===== config.mk =====
export PLATFORM = sky130hd
export DESIGN_NAME = asi_core
export DESIGN_NICKNAME = d
export VERILOG_FILES = /design/src/inc/asi_pkg.sv /design/src/hdl/asi_core.sv /design/src/hdl/asi_sync.sv /design/src/hdl/asi_shift.sv
export SDC_FILE = /design/constraint.sdc
export NUM_CORES = 1
export LEC_CHECK = 0
export ABC_CLOCK_PERIOD_IN_PS = 5700
export BUFFER_PORTS_ARGS = -buffer_cell sky130_fd_sc_hd__buf_2
export CAP_MARGIN = 10
export CORE_ASPECT_RATIO = 1.4
export CORE_MARGIN = 2
export CORE_UTILIZATION = 25
export DETAILED_ROUTE_END_ITERATION = 8
export GPL_TIMING_DRIVEN = 0
export PLACE_DENSITY_LB_ADDON = 0.15
export SETUP_SLACK_MARGIN = 0.2
export SYNTH_ARGS = -nofsm -noshare
export SYNTH_HDL_FRONTEND = slang
export SYNTH_SLANG_ARGS = --single-unit

===== constraint.sdc =====
create_clock -name mclk -period 5.7 [get_ports mclk]
set_input_delay 0.57 -clock mclk [delete_from_list [all_inputs] [get_ports mclk]]
set_output_delay 0.57 -clock mclk [all_outputs]
set_load 0.05 [all_outputs]

===== src/inc/asi_pkg.sv =====
// Shared constants for the converter serial interface block.
// Assumes a 250 MHz core clock; every host pin is synchronised first.
package asi_pkg;

  // ****************************************************************
  // Widths
  // ****************************************************************
  localparam int CFG_W = 16;             // Configuration word width.
  localparam int RES_W = 16;             // Conversion result width.
  localparam int OUT_W = RES_W + CFG_W;  // Result then readback.
  localparam int CNT_W = 10;             // Conversion counter width.
  localparam int CAP_W = 5;              // Capture bit counter width.

  // ****************************************************************
  // Configuration fields and reset value
  // ****************************************************************
  localparam int          CFG_SECOND_RESULT_OUT_BIT = 0;        // Second output on.
  localparam logic [15:0] CFG_RESET    = 16'h0000; // Default contents.
  localparam logic [4:0]  CAP_LAST     = 5'h0f;    // Last captured bit.

  // ****************************************************************
  // Timing
  // ****************************************************************
  localparam int CLK_PERIOD_NS = 4;      // Core clock period.
  localparam int CONV_TIME_NS  = 1600;   // Least conversion time.
  localparam logic [9:0] CONV_CYCLES =
    10'((CONV_TIME_NS + CLK_PERIOD_NS - 1) / CLK_PERIOD_NS);

  // ****************************************************************
  // State machine
  // ****************************************************************
  typedef enum logic [1:0] {
    ST_IDLE = 2'b00,  // Waiting, serial port open.
    ST_CONV = 2'b01,  // Conversion running, converter busy.
    ST_PDN  = 2'b10   // Powered down.
  } asi_state_t;

endpackage : asi_pkg


===== src/hdl/asi_core.sv =====
// Control and serial interface of a sampling converter.
// Assumes host pins arrive asynchronously and the analog core hands
// over both results on mclk by the end of each conversion.
`timescale 1ns/10ps

module asi_core (
  // Clock and reset
  input  wire logic                      mclk,
  input  wire logic                      rst_b,
  // Host serial pins
  input  wire logic                      cs_b,
  input  wire logic                      sck,
  input  wire logic                      cfg_in,
  input  wire logic                      convert_strobe,
  input  wire logic                      reset_in,
  input  wire logic                      power_down_in,
  // Analog core results, on mclk
  input  wire logic [asi_pkg::RES_W-1:0] core_result_a,
  input  wire logic [asi_pkg::RES_W-1:0] core_result_b,
  // Serial outputs
  output logic                           result_serial_out,
  output logic                           busy_or_second_result_out,
  // Core control and status
  output logic                           conv_start,
  output logic                           powered_down,
  output logic      [asi_pkg::CFG_W-1:0] active_cfg
);
  import asi_pkg::*;

  // ****************************************************************
  // Pin synchronisation and edge detection
  // ****************************************************************
  logic [5:0] pins_s;   // Synchronised pins.
  logic [5:0] pins_q;   // One cycle older copy for edge detection.

  asi_sync #(.WIDTH(6)) u_sync (
    .mclk   (mclk),
    .rst_b  (rst_b),
    .pins   ({cs_b, sck, cfg_in, convert_strobe, reset_in,
              power_down_in}),
    .pins_s (pins_s)
  );

  // The old copy feeds only the edge detectors below. It resets to the
  // same value as the synchroniser, so no false edge follows reset.
  always_ff @(posedge mclk or negedge rst_b) begin
    if (!rst_b) begin
      pins_q <= 6'h00;
    end else begin
      pins_q <= pins_s;
    end
  end

  wire cs_act   = ~pins_s[5];                  // Select asserted.
  wire cs_fall  = ~pins_s[5] & pins_q[5];      // Select just taken.
  wire sck_rise = pins_s[4] & ~pins_q[4];      // Serial clock rose.
  wire sck_fall = ~pins_s[4] & pins_q[4];      // Serial clock fell.
  wire din_s    = pins_s[3];                   // Configuration bit.
  wire cnv_rise = pins_s[2] & ~pins_q[2];      // Convert strobe rose.
  wire rst_rise = pins_s[1] & ~pins_q[1];      // Reset pin rose.
  wire pd_s     = pins_s[0];                   // Power-down level.
  wire pd_rise  = pins_s[0] & ~pins_q[0];      // Power-down rose.

  // ****************************************************************
  // Conversion state machine
  // ****************************************************************
  asi_state_t state;        // Present state.
  asi_state_t next_state;   // State after this edge.
  logic [CNT_W-1:0] conv_cnt;  // Cycles left in the conversion.

  wire eoc       = (state == ST_CONV) && (conv_cnt == 10'h001);
  wire start     = (state == ST_IDLE) && (next_state == ST_CONV);
  wire next_busy = (next_state == ST_CONV);

  // The reset pin edge is caught through the synchroniser, so its
  // effect lands three edges late; that keeps every flop on one clock.
  always_comb begin
    next_state = state;
    unique case (state)
      ST_IDLE: begin
        if (pd_rise) begin
          next_state = ST_PDN;
        end else if (cnv_rise) begin
          next_state = ST_CONV;
        end
      end
      ST_CONV: begin
        if (pd_rise) begin
          next_state = ST_PDN;
        end else if (eoc) begin
          next_state = ST_IDLE;
        end
      end
      ST_PDN: begin
        if (!pd_s) begin
          next_state = ST_IDLE;
        end
      end
      default: begin
        next_state = ST_IDLE;
      end
    endcase
    if (rst_rise) begin
      next_state = ST_IDLE;
    end
  end

  // State register and conversion timer.
  always_ff @(posedge mclk or negedge rst_b) begin
    if (!rst_b) begin
      state    <= ST_IDLE;
      conv_cnt <= '0;
    end else begin
      state    <= next_state;
      conv_cnt <= start ? CONV_CYCLES :
                  (state == ST_CONV) ? conv_cnt - 10'h001 : '0;
    end
  end

  // ****************************************************************
  // Configuration capture
  // ****************************************************************
  logic [CAP_W-1:0] cap_cnt;      // Bits taken since last conversion.
  logic             cfg_pending;  // A whole new word is waiting.
  logic [CFG_W-1:0] cfg_shadow;   // Word being shifted in.
  logic [CFG_W-1:0] conv_cfg;     // Configuration used by conversion.

  // Capture is closed while converting; writes then would only add
  // noise, so the host is expected to stay quiet anyway.
  wire cap_shift = sck_rise && cs_act && (state == ST_IDLE)
                   && (cap_cnt <= {1'b0, CAP_LAST[3:0]});

  asi_shift #(.WIDTH(CFG_W)) u_cfg_shift (
    .mclk     (mclk),
    .rst_b    (rst_b),
    .load     (rst_rise),
    .load_val (CFG_RESET),
    .shift    (cap_shift),
    .shift_in (din_s),
    .value    (cfg_shadow)
  );

  // Counter reopens at each end of conversion; pending drops when used.
  always_ff @(posedge mclk or negedge rst_b) begin
    if (!rst_b) begin
      cap_cnt     <= '0;
      cfg_pending <= 1'b0;
    end else if (rst_rise || eoc) begin
      cap_cnt     <= '0;
      cfg_pending <= 1'b0;
    end else if (cap_shift) begin
      cap_cnt     <= cap_cnt + 5'h01;
      cfg_pending <= cfg_pending | (cap_cnt == CAP_LAST);
    end
  end

  // Active word changes only at end of conversion or reset.
  always_ff @(posedge mclk or negedge rst_b) begin
    if (!rst_b) begin
      active_cfg <= CFG_RESET;
      conv_cfg   <= CFG_RESET;
    end else if (rst_rise) begin
      active_cfg <= CFG_RESET;
      conv_cfg   <= CFG_RESET;
    end else begin
      if (eoc && cfg_pending) begin
        active_cfg <= cfg_shadow;
      end
      if (start) begin
        conv_cfg <= active_cfg;
      end
    end
  end

  // ****************************************************************
  // Result shifting
  // ****************************************************************
  logic [OUT_W-1:0] out_sr;    // Result then configuration readback.
  logic [RES_W-1:0] out2_sr;   // Second channel result.
  logic             second_result_out_sel;  // Second output chosen at select.

  wire out_shift = sck_fall && cs_act && (state == ST_IDLE);

  asi_shift #(.WIDTH(OUT_W)) u_out_shift (
    .mclk     (mclk),
    .rst_b    (rst_b),
    .load     (eoc),
    .load_val ({core_result_a, conv_cfg}),
    .shift    (out_shift),
    .shift_in (1'b0),
    .value    (out_sr)
  );

  asi_shift #(.WIDTH(RES_W)) u_out2_shift (
    .mclk     (mclk),
    .rst_b    (rst_b),
    .load     (eoc),
    .load_val (core_result_b),
    .shift    (out_shift),
    .shift_in (1'b0),
    .value    (out2_sr)
  );

  // The second output mode is frozen when select falls, so a word
  // loaded mid-frame cannot switch the pin under the host.
  always_ff @(posedge mclk or negedge rst_b) begin
    if (!rst_b) begin
      second_result_out_sel <= 1'b0;
    end else if (cs_fall) begin
      second_result_out_sel <= active_cfg[CFG_SECOND_RESULT_OUT_BIT];
    end
  end

  // ****************************************************************
  // Output registers
  // ****************************************************************
  wire data2_on = cs_act && second_result_out_sel && !next_busy;

  // Busy, start and power-down outputs are registered from next-state terms, so busy falls on
  // the same edge that loads the active configuration.
  always_ff @(posedge mclk or negedge rst_b) begin
    if (!rst_b) begin
      result_serial_out         <= 1'b0;
      busy_or_second_result_out <= 1'b0;
      conv_start                <= 1'b0;
      powered_down              <= 1'b0;
    end else begin
      result_serial_out         <= cs_act & out_sr[OUT_W-1];
      busy_or_second_result_out <= data2_on ? out2_sr[RES_W-1]
                                            : next_busy;
      conv_start                <= start;
      powered_down              <= (next_state == ST_PDN);
    end
  end
endmodule : asi_core


===== src/hdl/asi_sync.sv =====
// Two flip-flop synchroniser for a group of single-bit pins.
// Assumes each bit is an independent level from outside mclk.
`timescale 1ns/10ps

module asi_sync #(
  parameter int WIDTH = 1
) (
  // Clock and reset
  input  wire logic             mclk,
  input  wire logic             rst_b,
  // Pins and their synchronised copies
  input  wire logic [WIDTH-1:0] pins,
  output logic      [WIDTH-1:0] pins_s
);

  logic [WIDTH-1:0] meta;  // First stage, read only by the second.

  // Both stages clear at reset so no stale pin level survives it.
  always_ff @(posedge mclk or negedge rst_b) begin
    if (!rst_b) begin
      meta   <= '0;
      pins_s <= '0;
    end else begin
      meta   <= pins;
      pins_s <= meta;
    end
  end

endmodule : asi_sync


===== src/hdl/asi_shift.sv =====
// Loadable left shift register, most significant bit leaves first.
// Assumes load and shift never need to act in the same cycle.
`timescale 1ns/10ps

module asi_shift #(
  parameter int WIDTH = 16
) (
  // Clock and reset
  input  wire logic             mclk,
  input  wire logic             rst_b,
  // Control
  input  wire logic             load,
  input  wire logic [WIDTH-1:0] load_val,
  input  wire logic             shift,
  input  wire logic             shift_in,
  // Contents
  output logic      [WIDTH-1:0] value
);

  // Load has priority, since a fresh result must never be shifted away.
  always_ff @(posedge mclk or negedge rst_b) begin
    if (!rst_b) begin
      value <= '0;
    end else if (load) begin
      value <= load_val;
    end else if (shift) begin
      value <= {value[WIDTH-2:0], shift_in};
    end
  end

endmodule : asi_shift


==> impl_metrics.tcl <==
set metrics [dict create \
    timing.rr.start "conv_cnt[1]" \
    nNetsFinal 630 \
    cts_tree "built" \
    r2r_slack_ps 3080 \
    period_share_pct 46.0 \
    dpl.hpwl_um 9370 \
    fmax_mhz 381 \
    die_w_um 130 \
    via_per_inst 4.55 \
    globalplace.congestion 0.743 \
    design_power_total_uw 2430 \
    timing.hold.ws_ps 137 \
    leakagePower_uw 0.00345 \
    syn-num-nets 551 \
    maxCapViolCount 0 \
    antenna_found_initial 0 \
    crit_required_ps 6000 \
    grt_max_degree 71 \
    vias 4073 \
    end_kind "flop" \
    hold_path.class "in -> async" \
    status "finished, final reports clean" \
    numPortBuffers 59 \
    clockBufferDepth 2 \
    worst_clock_skew_ps 8.94 \
    setup.worst_path.start_class "flop" \
    antenna_left 0 \
    drtIter0Drc 200 \
    cts_resized 0 \
    fin_tns_setup_ps 0 \
    crit_path_max_incr_delay_ps 510 \
    slew_violations 0 \
    multi_input_area_sq_um 1980 \
    wl_per_cell_um 14.9 \
    rows 64 \
    instances_no_fill 896 \
    cpMaxStageDelayCell "or4b_1" \
    diodes 0 \
    dieArea_sq_um 23500 \
    synth.distinct_cells 41 \
    path_clk_slew_ps 60 \
    path_max_fanout 10 \
    path_cells "inv_1 -> ha_1 -> or4b_1 -> nor4_4 -> nor2_1 -> clkbuf_1 -> a21o_1" \
    dp_cells 864 \
    cts_made_buffers 17 \
    post-route-util_pct 31.4 \
    cts_root_buf "clkbuf_16" \
    period_minus_slack_ps 2620 \
    fillCellCount 2267 \
    layout_common_cells "dfrtp_1 (136), nand2_1 (77), buf_2 (65)" \
    cts_setup_buffers 0 \
    drive_gt1_share_pct 16.7 \
    rsz0062_at_grt "false" \
    synth_cells 507 \
    area_growth_syn_to_layout_pct 23.3 \
    max_slew_margin_pct 39.3 \
    synth_edf_count 0 \
    arrival_ps 2930 \
    synth_area_sq_um 5560 \
    grt_pass1_vias 4208 \
    final_common_cell "dfrtp_1" \
    cts_hold_buf 0 \
    grt_pass1_wl_um 21900 \
    cts.sinks 136 \
    pin_count 60 \
    cts-htree-levels 4 \
    r2r_cells 7 \
    wl_um 13300 \
    track_usage_pct 12.0 \
    die_h_um 180 \
    p_per_area_nw_per_um2 355 \
    setup-violations-final 0 \
    regArea_sq_um 3400 \
    finalHoldViolCount 0 \
    yosysSeqAreaShare_pct 61.2 \
    gr-total-overflow 0 \
    drcViolationCount 0 \
    crit_type "reg -> reg" \
    clk_latency_ps 420 \
    worst-slew-pin-transition_ps 906 \
    synthArstFlopShare_pct 100 \
    synth_ff_type "dfrtp_1" \
    start_util_pct 25.4 \
    coreArea_sq_um 21900 \
    ys_seq_elements 136 \
    ir_drop_uv 217 \
    yosysWarnings 0 \
    r2r_end "u_out_shift.value[8]" \
    drtPass1Iterations 4 \
    synth_area_per_cell_sq_um 11.0 \
]
per-layer routing:
metal,track usage [%],part of all wire (%),vias up
li1,-,-,1965
met1,15.1,45,2000
met2,19.4,49,88
met3,3.53,4.1,20
met4,4.47,2.1,0
met5,0,0,-
cell type report:
cell class	instances	area share (%)
Multi-Input combinational cell	327	28.9
Clock inverter	7	1.31
Timing Repair Buffer	60	4.80
Sequential cell	136	49.6
Tap cell	297	5.42
Inverter	7	0.383
Clock buffer	25	7.37
Buffer	37	2.15
worst max-delay path by stage:
stage / from / endpoint / slack (ps)
6_report: conv_cnt[1] / u_out_shift.value[8] / 3080
5_1_grt: conv_cnt[1] / u_out_shift.value[6] / 2880
2_1_floorplan: conv_cnt[1] / active_cfg[10] / 3540
3_5_place_dp: conv_cnt[1] / u_out_shift.value[21] / 3040
3_3_place_gp: rst_b / u_out_shift.value[17] / 2080
4_1_cts: conv_cnt[1] / u_out_shift.value[21] / 3020
registers in the layout (all words and copies together), names as in the netlist:
register                   cells
active_cfg                    16
busy_or_second_result_out      1
cap_cnt                        5
cfg_pending                    1
conv_cfg                      16
conv_cnt                      10
conv_start                     1
pins_q                         5
powered_down                   1
result_serial_out              1
second_result_out_sel          1
state                          2
u_cfg_shift.value             16
u_out2_shift.value            16
u_out_shift.value             32
u_sync.meta                    6
u_sync.pins_s                  6
Yosys cell counts (all sizes together) (3+ instances only):
library cell  number  area share, %
xnor2              3           0.47
a21oi             21            1.9
a22o              43            6.8
nor4               3           0.61
mux2i              4           0.72
a21o              43            5.8
dfrtp            136             61
or3                4           0.45
o21ai             41            3.7
a211oi             5           0.68
clkbuf            27            1.8
nand2b             3           0.34
inv                7           0.47
ha                 4           0.90
xor2               4           0.63
nand3             35            3.2
nor2              11           0.74
nor2b              3           0.34
nand2             77            5.2
buf               10           0.83
logic make-up after synthesis:
kind of cell               after synthesis  synth area share, %
DFF                                    136                 61.2
AOI/OAI and AO/OA                      162                 20.1
buffers and inverters                   44                 3.13
adders and majority gates                4                0.900
muxes                                    5                0.923
and+or+nand+nor                        149                 12.6
xor gates and xnor gates                 7                 1.10
worst max-delay path, delay by kind of cell, from the launching register on:
kind | cells | cell delay, ps
and+or+nand+nor | 3 | 1270
buffers and inverters | 2 | 430
DFF | 1 | 400
AOI/OAI and AO/OA | 1 | 240
adders and majority gates | 1 | 150
stage by stage:
stage / worst slack [ps] / area (sq um)
floorplan: 3540 / 5560
global placement: 2080 / 6230
detailed placement: 3040 / 6260
CTS: 3020 / 6860
global route: 2880 / 6860
finish: 3080 / 6860
where the power goes:
| part | switching, uW | internal (uW) |
|---|---|---|
| combinational | 123 | 98.7 |
| clock | 400 | 700 |
| sequential | 55.3 | 1060 |
Note: power is estimated with default switching activity, not from simulation.
